$ cat src/shared/sbc_pkg.sv
// Constants, timing counts and state encodings for the bank command tracker
package sbc_pkg;

  // ----------------------------------------------------------------------
  // Clock and timing figures
  // ----------------------------------------------------------------------
  localparam int unsigned CLK_PERIOD_NS = 10;
  localparam int unsigned PRECHARGE_TIME_NS = 20;
  localparam int unsigned ACTIVATE_TO_ACCESS_TIME_NS = 20;
  localparam int unsigned REFRESH_CYCLE_TIME_NS = 66;
  localparam int unsigned MODE_LOAD_TIME_NS = 20;
  localparam int unsigned SELF_REFRESH_EXIT_TIME_NS = 75;
  localparam int unsigned BURST_CYCLES = 4;

  // Least times round up to whole cycles
  localparam int unsigned PRE_CYC =
    (PRECHARGE_TIME_NS + CLK_PERIOD_NS - 1) / CLK_PERIOD_NS;
  localparam int unsigned RCD_CYC =
    (ACTIVATE_TO_ACCESS_TIME_NS + CLK_PERIOD_NS - 1) / CLK_PERIOD_NS;
  localparam int unsigned RFC_CYC =
    (REFRESH_CYCLE_TIME_NS + CLK_PERIOD_NS - 1) / CLK_PERIOD_NS;
  localparam int unsigned MRD_CYC =
    (MODE_LOAD_TIME_NS + CLK_PERIOD_NS - 1) / CLK_PERIOD_NS;
  localparam int unsigned XSR_CYC =
    (SELF_REFRESH_EXIT_TIME_NS + CLK_PERIOD_NS - 1) / CLK_PERIOD_NS;

  // ----------------------------------------------------------------------
  // Counter widths and load values
  // ----------------------------------------------------------------------
  localparam int unsigned CNT_W = 8;
  localparam int unsigned BANKS = 4;
  localparam logic [CNT_W-1:0] CNT_ZERO = 8'h00;
  localparam logic [CNT_W-1:0] CNT_LAST = 8'h01;
  localparam logic [CNT_W-1:0] PRE_CNT = CNT_W'(PRE_CYC);
  localparam logic [CNT_W-1:0] RCD_CNT = CNT_W'(RCD_CYC);
  localparam logic [CNT_W-1:0] RFC_CNT = CNT_W'(RFC_CYC);
  localparam logic [CNT_W-1:0] MRD_CNT = CNT_W'(MRD_CYC);
  localparam logic [CNT_W-1:0] XSR_CNT = CNT_W'(XSR_CYC);
  localparam logic [CNT_W-1:0] BURST_CNT = CNT_W'(BURST_CYCLES);
  localparam logic [CNT_W-1:0] AP_CNT = CNT_W'(BURST_CYCLES + PRE_CYC);

  // ----------------------------------------------------------------------
  // Encodings
  // ----------------------------------------------------------------------
  typedef enum logic [3:0] {
    CMD_INHIBIT = 4'h0, CMD_NOP = 4'h1, CMD_ACT = 4'h2, CMD_READ = 4'h3,
    CMD_WRITE = 4'h4, CMD_PRE = 4'h5, CMD_STOP = 4'h6, CMD_REF = 4'h7,
    CMD_MODE = 4'h8
  } sbc_cmd_t;

  typedef enum logic [7:0] {
    BK_IDLE = 8'h01, BK_ACTIVATING = 8'h02, BK_ACTIVE = 8'h04,
    BK_READ = 8'h08, BK_WRITE = 8'h10, BK_READ_AP = 8'h20,
    BK_WRITE_AP = 8'h40, BK_PRECHARGING = 8'h80
  } sbc_bank_t;

  typedef enum logic [5:0] {
    DV_NORMAL = 6'h01, DV_REFRESH = 6'h02, DV_MODE = 6'h04,
    DV_PRE_ALL = 6'h08, DV_SELF_REF = 6'h10, DV_SR_EXIT = 6'h20
  } sbc_dev_t;

endpackage : sbc_pkg

$ cat src/logic/sbc_cmd_dec.sv
// Decoder from the four command strobes to a command code
`timescale 1ns/1ps
`default_nettype none
module sbc_cmd_dec (
  input wire logic cs_n,
  input wire logic ras_n,
  input wire logic cas_n,
  input wire logic we_n,
  output sbc_pkg::sbc_cmd_t cmd
);

  // Deselect overrides every other strobe
  always_comb begin
    if (cs_n) begin
      cmd = sbc_pkg::CMD_INHIBIT;
    end else begin
      unique case ({ras_n, cas_n, we_n})
        3'h7: cmd = sbc_pkg::CMD_NOP;
        3'h3: cmd = sbc_pkg::CMD_ACT;
        3'h5: cmd = sbc_pkg::CMD_READ;
        3'h4: cmd = sbc_pkg::CMD_WRITE;
        3'h2: cmd = sbc_pkg::CMD_PRE;
        3'h6: cmd = sbc_pkg::CMD_STOP;
        3'h1: cmd = sbc_pkg::CMD_REF;
        3'h0: cmd = sbc_pkg::CMD_MODE;
      endcase
    end
  end

endmodule : sbc_cmd_dec
`default_nettype wire

$ cat src/logic/sbc_timer.sv
// Loadable down counter that flags the last cycle of a timed state
`timescale 1ns/1ps
`default_nettype none
module sbc_timer (
  input wire logic CLK,
  input wire logic RST_N,
  input wire logic load,
  input wire logic [sbc_pkg::CNT_W-1:0] load_val,
  output logic done
);

  logic [sbc_pkg::CNT_W-1:0] cnt_ff;
  logic [sbc_pkg::CNT_W-1:0] nxt_cnt;

  // A load restarts the count; otherwise count down and rest at zero
  always_comb begin
    nxt_cnt = cnt_ff;
    if (load) begin
      nxt_cnt = load_val;
    end else if (cnt_ff != sbc_pkg::CNT_ZERO) begin
      nxt_cnt = cnt_ff - sbc_pkg::CNT_LAST;
    end
  end

  always_ff @(posedge CLK or negedge RST_N) begin
    if (!RST_N) begin
      cnt_ff <= sbc_pkg::CNT_ZERO;
    end else begin
      cnt_ff <= nxt_cnt;
    end
  end

  // Last cycle of the timed interval
  assign done = (cnt_ff == sbc_pkg::CNT_LAST);

endmodule : sbc_timer
`default_nettype wire

$ cat src/logic/sbc_bank_fsm.sv
// Four-bank command tracker with device-wide refresh and mode states
`timescale 1ns/1ps
`default_nettype none

// Notes on behaviour
// - Deselected edge is ignored; work in progress carries on.
// - No-operation leaves every bank's activity untouched.
// - Activate opens a row, only in an idle bank.
// - Refresh and mode load are device-wide; all banks must be idle.
// - Precharge to an idle bank changes nothing.
// - Row active bank takes read and write, with or without auto precharge.
// - In a plain burst, read or write restarts; precharge truncates it.
// - Burst stop cuts the most recent read or write burst, any bank.
// - Decoding only with clock gate high twice and after self refresh exit.
// - Bank is idle only once precharge time has passed.
// - Row active follows activate plus activate-to-access time.
// - Row activating lasts activate-to-access time, then row active.
// - Auto precharge access holds bank busy through precharge, then idle.
// - Refreshing lasts refresh cycle time, then all banks idle.
// - Mode access lasts mode-load time, then all banks idle.
// - Precharge all lasts precharge time, leaving all banks idle.
// - An idle bank never restricts commands to other banks.
// - Activating, active or precharging bank allows others any access.
// - Read or write to another bank interrupts the running burst.
// - Interrupted auto precharge burst starts its precharge at once.
// - Address bit high on read or write selects auto precharge.
// - Address bit high on precharge means all banks, ignore bank select.
module sbc_bank_fsm (
  input wire logic CLK,
  input wire logic RST_N,
  input wire logic CKE,
  input wire logic CS_N,
  input wire logic RAS_N,
  input wire logic CAS_N,
  input wire logic WE_N,
  input wire logic AUTO_PRECHARGE_ADDR_BIT,
  input wire logic BANK_SELECT_LO,
  input wire logic BANK_SELECT_HI,
  output logic [8*sbc_pkg::BANKS-1:0] BANK_STATE,
  output logic [5:0] DEV_STATE,
  output logic [1:0] LAST_BURST_BANK,
  output logic ILLEGAL_CMD
);

  // ----------------------------------------------------------------------
  // Helper functions
  // ----------------------------------------------------------------------
  // Any of the four burst states
  function automatic logic in_burst(input sbc_pkg::sbc_bank_t st);
    in_burst = (st == sbc_pkg::BK_READ) || (st == sbc_pkg::BK_WRITE) ||
               (st == sbc_pkg::BK_READ_AP) || (st == sbc_pkg::BK_WRITE_AP);
  endfunction : in_burst

  // Auto precharge burst states
  function automatic logic in_ap(input sbc_pkg::sbc_bank_t st);
    in_ap = (st == sbc_pkg::BK_READ_AP) || (st == sbc_pkg::BK_WRITE_AP);
  endfunction : in_ap

  // States with an open row that accept column access
  function automatic logic row_open(input sbc_pkg::sbc_bank_t st);
    row_open = (st == sbc_pkg::BK_ACTIVE) || (st == sbc_pkg::BK_READ) ||
               (st == sbc_pkg::BK_WRITE);
  endfunction : row_open

  // ----------------------------------------------------------------------
  // Command decode and gating
  // ----------------------------------------------------------------------
  sbc_pkg::sbc_cmd_t cmd;
  sbc_pkg::sbc_bank_t bank_st_ff [sbc_pkg::BANKS];
  sbc_pkg::sbc_bank_t nxt_bank_st [sbc_pkg::BANKS];
  sbc_pkg::sbc_dev_t dev_ff;
  sbc_pkg::sbc_dev_t nxt_dev;
  logic cke_prev_ff;
  logic [1:0] last_bank_ff;
  logic [1:0] nxt_last_bank;
  logic illegal_ff;
  logic nxt_illegal;
  logic [1:0] tgt;
  logic dec_en;
  logic all_idle;
  logic rdwr;
  logic [sbc_pkg::BANKS-1:0] bank_ld;
  logic [sbc_pkg::BANKS-1:0] bank_done;
  logic [sbc_pkg::BANKS-1:0] bank_ill;
  logic [sbc_pkg::BANKS-1:0] bank_idle;
  logic [sbc_pkg::CNT_W-1:0] bank_lv [sbc_pkg::BANKS];
  logic dev_ld;
  logic dev_done;
  logic [sbc_pkg::CNT_W-1:0] dev_lv;

  sbc_cmd_dec u_dec (
    .cs_n(CS_N),
    .ras_n(RAS_N),
    .cas_n(CAS_N),
    .we_n(WE_N),
    .cmd(cmd)
  );

  // Clock gate high on both edges and no device-wide operation running;
  // busy device states simply ignore the strobes
  assign dec_en = cke_prev_ff && CKE && (dev_ff == sbc_pkg::DV_NORMAL);
  assign tgt = {BANK_SELECT_HI, BANK_SELECT_LO};
  assign rdwr = (cmd == sbc_pkg::CMD_READ) || (cmd == sbc_pkg::CMD_WRITE);
  assign all_idle = &bank_idle;

  // ----------------------------------------------------------------------
  // Per-bank state machines
  // ----------------------------------------------------------------------
  for (genvar i = 0; i < sbc_pkg::BANKS; i++) begin : g_bank
    logic own;

    assign own = (tgt == 2'(i));
    assign bank_idle[i] = (bank_st_ff[i] == sbc_pkg::BK_IDLE);

    sbc_timer u_tmr (
      .CLK(CLK),
      .RST_N(RST_N),
      .load(bank_ld[i]),
      .load_val(bank_lv[i]),
      .done(bank_done[i])
    );

    // Timer expiry first, then a registered command may override it
    always_comb begin
      nxt_bank_st[i] = bank_st_ff[i];
      bank_ld[i] = 1'b0;
      bank_lv[i] = sbc_pkg::CNT_ZERO;
      bank_ill[i] = 1'b0;
      if (bank_done[i]) begin
        unique case (bank_st_ff[i])
          sbc_pkg::BK_ACTIVATING: nxt_bank_st[i] = sbc_pkg::BK_ACTIVE;
          sbc_pkg::BK_READ, sbc_pkg::BK_WRITE: begin
            nxt_bank_st[i] = sbc_pkg::BK_ACTIVE;
          end
          sbc_pkg::BK_READ_AP, sbc_pkg::BK_WRITE_AP: begin
            nxt_bank_st[i] = sbc_pkg::BK_IDLE;
          end
          sbc_pkg::BK_PRECHARGING: nxt_bank_st[i] = sbc_pkg::BK_IDLE;
          default: nxt_bank_st[i] = bank_st_ff[i];
        endcase
      end
      if (dec_en) begin
        if (cmd == sbc_pkg::CMD_PRE && (AUTO_PRECHARGE_ADDR_BIT || own)) begin
          // Idle bank is left alone; all-bank form ignores bank select
          if (own && !AUTO_PRECHARGE_ADDR_BIT && !row_open(bank_st_ff[i]) &&
              !bank_idle[i]) begin
            bank_ill[i] = 1'b1;
          end else if (!bank_idle[i]) begin
            nxt_bank_st[i] = sbc_pkg::BK_PRECHARGING;
            bank_ld[i] = 1'b1;
            bank_lv[i] = sbc_pkg::PRE_CNT;
          end
        end else if (cmd == sbc_pkg::CMD_ACT && own) begin
          if (bank_idle[i]) begin
            nxt_bank_st[i] = sbc_pkg::BK_ACTIVATING;
            bank_ld[i] = 1'b1;
            bank_lv[i] = sbc_pkg::RCD_CNT;
          end else begin
            bank_ill[i] = 1'b1;
          end
        end else if (rdwr && own) begin
          if (row_open(bank_st_ff[i])) begin
            bank_ld[i] = 1'b1;
            bank_lv[i] = AUTO_PRECHARGE_ADDR_BIT ? sbc_pkg::AP_CNT :
                                                   sbc_pkg::BURST_CNT;
            if (cmd == sbc_pkg::CMD_READ) begin
              nxt_bank_st[i] = AUTO_PRECHARGE_ADDR_BIT ?
                sbc_pkg::BK_READ_AP : sbc_pkg::BK_READ;
            end else begin
              nxt_bank_st[i] = AUTO_PRECHARGE_ADDR_BIT ?
                sbc_pkg::BK_WRITE_AP : sbc_pkg::BK_WRITE;
            end
          end else begin
            bank_ill[i] = 1'b1;
          end
        end else if ((rdwr && !own) ||
                     (cmd == sbc_pkg::CMD_STOP && last_bank_ff == 2'(i))) begin
          // Interrupt by another bank's burst, or burst stop on this one
          if (in_ap(bank_st_ff[i])) begin
            nxt_bank_st[i] = sbc_pkg::BK_PRECHARGING;
            bank_ld[i] = 1'b1;
            bank_lv[i] = sbc_pkg::PRE_CNT;
          end else if (in_burst(bank_st_ff[i])) begin
            nxt_bank_st[i] = sbc_pkg::BK_ACTIVE;
          end
        end
      end
    end

    always_ff @(posedge CLK or negedge RST_N) begin
      if (!RST_N) begin
        bank_st_ff[i] <= sbc_pkg::BK_IDLE;
      end else begin
        bank_st_ff[i] <= nxt_bank_st[i];
      end
    end

    assign BANK_STATE[8*i +: 8] = bank_st_ff[i];

  end

  // ----------------------------------------------------------------------
  // Device-wide state
  // ----------------------------------------------------------------------
  sbc_timer u_dev_tmr (
    .CLK(CLK),
    .RST_N(RST_N),
    .load(dev_ld),
    .load_val(dev_lv),
    .done(dev_done)
  );

  // Refresh, mode load and precharge all hold off all decoding until done
  always_comb begin
    nxt_dev = dev_ff;
    dev_ld = 1'b0;
    dev_lv = sbc_pkg::CNT_ZERO;
    unique case (dev_ff)
      sbc_pkg::DV_NORMAL: begin
        if (cke_prev_ff && !CKE && cmd == sbc_pkg::CMD_REF && all_idle) begin
          nxt_dev = sbc_pkg::DV_SELF_REF;
        end else if (dec_en && cmd == sbc_pkg::CMD_REF && all_idle) begin
          nxt_dev = sbc_pkg::DV_REFRESH;
          dev_ld = 1'b1;
          dev_lv = sbc_pkg::RFC_CNT;
        end else if (dec_en && cmd == sbc_pkg::CMD_MODE && all_idle) begin
          nxt_dev = sbc_pkg::DV_MODE;
          dev_ld = 1'b1;
          dev_lv = sbc_pkg::MRD_CNT;
        end else if (dec_en && cmd == sbc_pkg::CMD_PRE &&
                     AUTO_PRECHARGE_ADDR_BIT) begin
          nxt_dev = sbc_pkg::DV_PRE_ALL;
          dev_ld = 1'b1;
          dev_lv = sbc_pkg::PRE_CNT;
        end
      end
      sbc_pkg::DV_REFRESH, sbc_pkg::DV_MODE, sbc_pkg::DV_PRE_ALL: begin
        if (dev_done) begin
          nxt_dev = sbc_pkg::DV_NORMAL;
        end
      end
      sbc_pkg::DV_SELF_REF: begin
        if (CKE) begin
          nxt_dev = sbc_pkg::DV_SR_EXIT;
          dev_ld = 1'b1;
          dev_lv = sbc_pkg::XSR_CNT;
        end
      end
      sbc_pkg::DV_SR_EXIT: begin
        if (dev_done) begin
          nxt_dev = sbc_pkg::DV_NORMAL;
        end
      end
      default: nxt_dev = sbc_pkg::DV_NORMAL;
    endcase
  end

  // Burst ownership and misuse flag
  always_comb begin
    nxt_last_bank = last_bank_ff;
    nxt_illegal = |bank_ill;
    if (dec_en && rdwr) begin
      nxt_last_bank = tgt;
    end
    if (dec_en && (cmd == sbc_pkg::CMD_REF || cmd == sbc_pkg::CMD_MODE) &&
        !all_idle) begin
      nxt_illegal = 1'b1;
    end
    if (dec_en && cmd == sbc_pkg::CMD_STOP &&
        !in_burst(bank_st_ff[last_bank_ff])) begin
      nxt_illegal = 1'b1;
    end
  end

  always_ff @(posedge CLK or negedge RST_N) begin
    if (!RST_N) begin
      dev_ff <= sbc_pkg::DV_NORMAL;
      cke_prev_ff <= 1'b0;
      last_bank_ff <= 2'h0;
      illegal_ff <= 1'b0;
    end else begin
      dev_ff <= nxt_dev;
      cke_prev_ff <= CKE;
      last_bank_ff <= nxt_last_bank;
      illegal_ff <= nxt_illegal;
    end
  end

  assign DEV_STATE = dev_ff;
  assign LAST_BURST_BANK = last_bank_ff;
  assign ILLEGAL_CMD = illegal_ff;
endmodule : sbc_bank_fsm
`default_nettype wire

$ cat config.mk
export PLATFORM = sky130hd
export DESIGN_NAME = sbc_bank_fsm
export DESIGN_NICKNAME = d
export VERILOG_FILES = /design/src/shared/sbc_pkg.sv /design/src/logic/sbc_cmd_dec.sv /design/src/logic/sbc_timer.sv /design/src/logic/sbc_bank_fsm.sv
export SDC_FILE = /design/constraint.sdc
export NUM_CORES = 1
export LEC_CHECK = 0
export BUFFER_PORTS_ARGS = -buffer_cell sky130_fd_sc_hd__buf_2
export CELL_PAD_IN_SITES_DETAIL_PLACEMENT = 2
export CELL_PAD_IN_SITES_GLOBAL_PLACEMENT = 2
export CORE_MARGIN = 2
export CORE_UTILIZATION = 39
export CTS_BUF_LIST = sky130_fd_sc_hd__clkbuf_4 sky130_fd_sc_hd__clkbuf_8
export DETAILED_ROUTE_END_ITERATION = 8
export GPL_TIMING_DRIVEN = 0
export PLACE_DENSITY = 0.83
export SYNTH_ARGS = -nofsm -noshare
export SYNTH_HDL_FRONTEND = slang
export SYNTH_SLANG_ARGS = --single-unit
$ cat constraint.sdc
create_clock -name CLK -period 2.55 [get_ports CLK]
set_input_delay 0.6375 -clock CLK [delete_from_list [all_inputs] [get_ports CLK]]
set_output_delay 0.6375 -clock CLK [all_outputs]
set_load 0.01 [all_outputs]
---- After elaboration in Yosys (flattened, before gate mapping) ----
Memories as Yosys holds them, arrays and structs flattened.
Cells that the tools add are included.
storage, ports and cells
  register bits after elaboration ......... 82
  latch bits .............................. 0
  bits in writable memories ............... 0
  memory bits (read-only) ................. 32
  input port bits ......................... 10
  logic and storage cells ................. 404
  memories ................................ 1
operators by class
  add/subtract/negate cells ............... 5
  $mul .................................... 0
  divide/modulo/power cells ............... 0
  $lt $le $gt $ge ......................... 1
  eq/ne operators ......................... 63
  shifts and indexed selects .............. 0
  mux-type cells .......................... 195
  bitwise logic cells ..................... 1
  reduce and logical (&&, ||, !) cells .... 125
memory list
  memory            words  bits a word  rd ports  clocked after Yosys merged registers in  wr ports  line               text
  (name not given)  8      4            1         0                                        0         sbc_cmd_dec.sv:17  unique case ({ras_n, cas_n, we_n})
operator list
  kind                 number
  $mux 8               76
  $eq 8x1->1 const B   9
  $mux 1               71
  $pmux 8 s2           4
  $logic_and 1x1->1    48
  $mux 2               23
  $mux 6               7
  $eq 8x4->1 const B   5
  $eq 8x5->1 const B   5
  $eq 8x6->1 const B   5
  $eq 8x7->1 const B   5
  $reduce_bool 8->1    5
  $sub 8x1->8 const B  5
  $logic_or 1x1->1     37
  $eq 8x2->1 const B   4
  $eq 8x3->1 const B   4
  $eq 8x8->1 const B   4
  $reduce_or 3->1      8
  $mux 3               6
  $pmux 6 s3           1
  $bmux 8 s2           1
  $eq 4x3->1 const B   4
  $logic_not 1->1      16
  $mux 7               2
  23 further kinds     35

---- Logic depth before layout (Yosys ltp) ----
  depth in word-level cells ............... 12
  mapped depth ............................ 11

---- By module ----
Synthesis repeated with hierarchy kept, for this count alone.
second synthesis, totals
  cells, all modules ...................... 748
  area total of the unflattened synthesis .. 6513.7 µm²
modules (own cells, without submodules)
  module        instances  cells an instance  area an instance (µm²)
  sbc_bank_fsm  1          432                3738.6
  sbc_timer     5          61                 540.5
  sbc_cmd_dec   1          11                 72.6

---- Least setup slack after synthesis ----
No wires, ideal clock.
  path kind ............................... input port to flip-flop
  start ................................... in WE_N
  end ..................................... reg g_bank[3].u_tmr.cnt_ff[1] (netlist name)
  setup time .............................. 0.079 ns
  data arrival time ....................... 2.612 ns
  required time ........................... 2.471 ns
  slack ................................... -0.141 ns
  cell stages on the path ................. 11
  buffers on the path ..................... 2
  path through ............................ buf_2 > inv_1 > ha_1 > xnor2_1 > nand2_2 > a2bb2oi_2 > or3_1 > nand2_1 > o311a_1 > buf_4 > mux2i_1
on the way
  longest elaborated chain between the ends .. 12
  elaborated cells between the ends (all ways) .. 26
RTL lines
  item                                         line                 text
  start, declared                              sbc_bank_fsm.sv:35   input wire logic WE_N,
  $mem_v2 8x4 (*)                              -
  $mux 4 (*)                                   sbc_cmd_dec.sv:14    if (cs_n) begin
  $eq 4x2->1 or $eq 4x3->1 (tied branches)     sbc_bank_fsm.sv:103  assign rdwr = (cmd == sbc_pkg::CMD_READ) || (cmd == sbc_pkg::CMD_WRITE);
  $logic_or 1x1->1                             sbc_bank_fsm.sv:103
  $logic_and 1x1->1                            sbc_bank_fsm.sv:176  end else if ((rdwr && !own) ||
  $logic_or 1x1->1                             sbc_bank_fsm.sv:176
  $mux 2 or $mux 1 (tied branches)             sbc_bank_fsm.sv:176
  $mux 8 or $mux 1 (tied branches)             sbc_bank_fsm.sv:161  end else if (rdwr && own) begin
  $mux 8 or $mux 1 (tied branches)             sbc_bank_fsm.sv:153  end else if (cmd == sbc_pkg::CMD_ACT && own) begin
  $mux 8 or $mux 1 (tied branches)             sbc_bank_fsm.sv:143  if (cmd == sbc_pkg::CMD_PRE && (AUTO_PRECHARGE_ADDR_BIT || own)) begin
  $mux 8 or $mux 1 (tied branches)             sbc_bank_fsm.sv:142  if (dec_en) begin
  $mux 8 or $reduce_bool 2->1 (tied branches)  -
  end signal, assigned                         sbc_timer.sv:27      cnt_ff <= sbc_pkg::CNT_ZERO;
  end signal, assigned                         sbc_timer.sv:29      cnt_ff <= nxt_cnt;
  end, declared                                sbc_timer.sv:12      logic [sbc_pkg::CNT_W-1:0] cnt_ff;
Every way passes the cells marked *; elsewhere a longest branch is shown, timed or not.
A chain may end at the register's enable or synchronous reset.

---- Worst setup path after layout ----
  start ................................... in WE_N
  end ..................................... reg illegal_ff, in the netlist ILLEGAL_CMD
on the way
  longest elaborated chain between the ends .. 12
  elaborated cells between the ends (all ways) .. 46
RTL lines
  item                                      line                 text
  $mem_v2 8x4 (*)                           -
  $mux 4 (*)                                sbc_cmd_dec.sv:14
  $eq 4x2->1 or $eq 4x3->1 (tied branches)  sbc_bank_fsm.sv:103
  $logic_or 1x1->1                          sbc_bank_fsm.sv:103
  $logic_and 1x1->1                         sbc_bank_fsm.sv:161
  $mux 1                                    sbc_bank_fsm.sv:161
  $mux 1                                    sbc_bank_fsm.sv:153
  $mux 1                                    sbc_bank_fsm.sv:143
  $mux 1                                    sbc_bank_fsm.sv:142
  $reduce_or 4->1                           sbc_bank_fsm.sv:261  nxt_illegal = |bank_ill;
  $mux 1                                    sbc_bank_fsm.sv:265  if (dec_en && (cmd == sbc_pkg::CMD_REF || cmd == sbc_pkg::CMD_MODE) &&
  $mux 1 (*)                                sbc_bank_fsm.sv:269  if (dec_en && cmd == sbc_pkg::CMD_STOP &&
  via nxt_illegal                           sbc_bank_fsm.sv:77   logic nxt_illegal;
  end signal, assigned                      sbc_bank_fsm.sv:285  illegal_ff <= nxt_illegal;
  end, declared                             sbc_bank_fsm.sv:76   logic illegal_ff;
The timed path passes the listed nets; every way through them passes the cells marked *.

==> flow_summary.json <==
{
  "status": "finished with violations",
  "violations": "negative setup slack",
  "fin_skew_ps": 9.69,
  "ant_nets": 0,
  "cap_viol_max_count": 0,
  "intPower_mw": 1.82,
  "drtPass1Iterations": 4,
  "avgSynthCellArea_um2": 8.86,
  "final_max_slew_viol_count": 0,
  "grt_pass1_wl_mm": 32.7,
  "peakVddDrop_mv": 0.285,
  "via_per_inst": 5.98,
  "async_flop_share_pct": 100,
  "synth_top_family_by_area": "simple AND/OR/NAND/NOR gates",
  "seq_area_frac_synth_pct": 35.6,
  "dp_hpwl_mm": 14.7,
  "antenna_found_initial": 0,
  "hp-class": "in2async",
  "cts_max_level": 3,
  "dieWidth_um": 126,
  "clk_pin_slew_worst_paths_ps": 90,
  "yosysTopAreaCellShare_pct": 33.3,
  "rrSetupSlack_ps": 70,
  "dr.first_iter.drc_count": 315,
  "grt_pass1_vias": 5921,
  "endpoint": "ILLEGAL_CMD",
  "portBuffers": 48,
  "yosys.area_share.simple_pct": 27.5,
  "switching_share_pct": 26.2,
  "clock_path_buffers": 2,
  "crit_type": "in2reg",
  "fin_util_pct": 47.2,
  "timing.slew.headroom_pct": 30.4,
  "synthXorXnorAreaFrac_pct": 7.27,
  "via_count": 5487,
  "yosysUniqueCellTypes": 87,
  "start_util_pct": 39.8,
  "power_frac_comb_pct": 7.8,
  "synth_area_leaders": "dfrtp_1 (33%), nor2_1 (5.1%), xnor2_1 (4.1%)",
  "endpoint_kind": "flop",
  "worst_ep_required_time_ps": 2810,
  "postCtsHoldBufs": 0,
  "die_h_um": 126,
  "p_seq_share_pct": 52.7,
  "route.detailed.drc": 0,
  "synthMuxAreaShare_pct": 3.07,
  "area_growth_pct": 18.7,
  "yosysWarningCount": 0,
  "power_frac_clock_pct": 39.4,
  "worst_r2r_path_depth": 6,
  "core-area_um2": 14500,
  "r2r_start": "DEV_STATE[1]",
  "synth_edf_count": 0,
  "synth_seq_cells": 82,
  "final_nets": 753,
  "min_period_over_period_pct": 100,
  "syn_area_um2": 5780,
  "die_area_um2": 15800,
  "setup_ws_ps": -4.91,
  "place_congestion": 0.896,
  "yosysMostFrequentCell": "nor2_1",
  "power-per-cell-area_nw_per_um2": 359,
  "stdcell_count": 917,
  "cp-startpoint": "WE_N",
  "syn-instance-count": 653,
  "synth_common_cells": "nor2_1 (79), dfrtp_1 (77), nand2_1 (59), o21ai_0 (37), xnor2_1 (27)",
  "io_pins": 51,
  "synth_fa_ha_area_share_pct": 3.24,
  "synthesis.nets": 678,
  "synthFlopType": "dfrtp_1",
  "grt_max_degree": 45,
  "wl_per_cell_um": 22.5,
  "overflow": 0,
  "insertion_delay_ps": 390,
  "cts_sinks": 82,
  "antennaDiodeCount": 0,
  "start_kind": "input pin",
  "cp_max_fo": 8,
  "place_inst": 886,
  "p_switching_mw": 0.647,
  "cts_buffers": 9,
  "arrival_ps": 2810,
  "static-leakage-power_nw": 2.84,
  "setup_violations": 1,
  "drive_above_1_share_pct": 23.7,
  "grt_use_total_pct": 25.7,
  "routed_wl_mm": 20.7,
  "tightestPinTransition_ps": 1020,
  "r2r-end": "BANK_STATE[3]",
  "fin_crit_ps": 2550,
  "clockRootBuffer": "clkbuf_8",
  "rows": 44,
  "hold_viol": 0,
  "synth_top_area_cell": "dfrtp_1",
  "cts_tree": "done",
  "synth_compound_area_share_pct": 18.7,
  "fmax_mhz": 391
}
## registers in the layout, summed over array words and instances, names as in the netlist
name and cells:
LAST_BURST_BANK 2, BANK_STATE 32, cke_prev_ff 1, ILLEGAL_CMD 1
g_bank.u_tmr.cnt_ff 32, u_dev_tmr.cnt_ff 8, DEV_STATE 6
## critical path, cell delays in order
cell	delay, ps
buf_2	110
buf_8	100
inv_1	60
ha_4	350
nand2b_1	120
nor4_2	380
nand3_1	160
a2bb2oi_1	170
a211oi_1	290
nor2_1	100
a31oi_1	340
## power by group through the flow
| stage | Combinational, mW | Clock, mW | Sequential [mW] |
|---|---|---|---|
| 6_report | 0.193 | 0.972 | 1.30 |
| 5_1_grt | 0.208 | 1.04 | 1.30 |
| 4_1_cts | 0.166 | 0.988 | 1.30 |
| 3_5_place_dp | 0.161 | 0 | 1.33 |
| 3_3_place_gp | 0.150 | 0 | 1.33 |
| 2_1_floorplan | 0.0846 | 0 | 1.33 |
## worst min-delay path by stage
stage | cells past startpoint | to | slack [ps]
4_1_cts | 1 | BANK_STATE[20] | 250
5_1_grt | 1 | BANK_STATE[13] | 260
2_1_floorplan | 0 | BANK_STATE[10] | 340
6_report | 1 | g_bank[2].u_tmr.cnt_ff[5] | 240
3_3_place_gp | 2 | u_dev_tmr.cnt_ff[7] | 520
3_5_place_dp | 2 | g_bank[2].u_tmr.cnt_ff[7] | 550
## what timing repair did
action / in CTS / in global routing
pin swaps: 2 / 13
gates resized for setup: 10 / 33
endpoints found under the setup margin: 24 / 50
setup buffers: 2 / 14
## layout by cell type, fill, tap and decap left out, drive strengths merged, types with 21 or more instances in the layout
cell type  netlist  final
nor2            80     80
xnor2           27     27
nor4            24     24
inv             21     21
o21ai           46     46
a21oi           24     24
nor3            31     31
buf             21     86
nand3           25     25
dfrtp           77     77
nand2           60     60
xor2            21     21
## cell type report
cell class,instances,area (um^2)
inverter,21,78.8
buffer,27,201
clock inverter,2,12.5
clock buffer,14,180
timing repair buffer,65,394
sequential,82,2060
multi-input combinational,522,3710
tap,184,230
fill,1595,7670
## cells by family (layout without fill, tap and decap cells)
logic type               count (synthesis)  count (layout)
XOR/XNOR                                48              48
AO/OA/AOI/OAI                          153             153
AND/OR/NAND/NOR                        294             294
flip-flops                              82              82
multiplexers                            12              12
adder cells (fa/ha/maj)                 15              15
buffers and inverters                   49             129
## layer usage
layer	GRT usage, %	up-vias	wire length (um)
li1	-	2515	-
met1	33.6	2839	9050
met2	44.7	98	10600
met3	2.59	35	552
met4	8.27	0	414
met5	0	-	0
## through the flow
step                      area, um^2  total power [mW]  hold slack (ps)  setup WS, ps  TNS [ps]
final                           6870              2.47              237         -4.91     -4.91
after global routing            6870              2.55              259         -57.7      -299
after global placement          6310              1.48              523          -501    -16660
after detailed placement        6340              1.49              546          -623    -21350
after CTS                       6590              2.46              250          6.73         0
after floorplan                 5840              1.41              342        -0.537    -0.537
No activity file was read; power rests on OpenSTA's default activity.
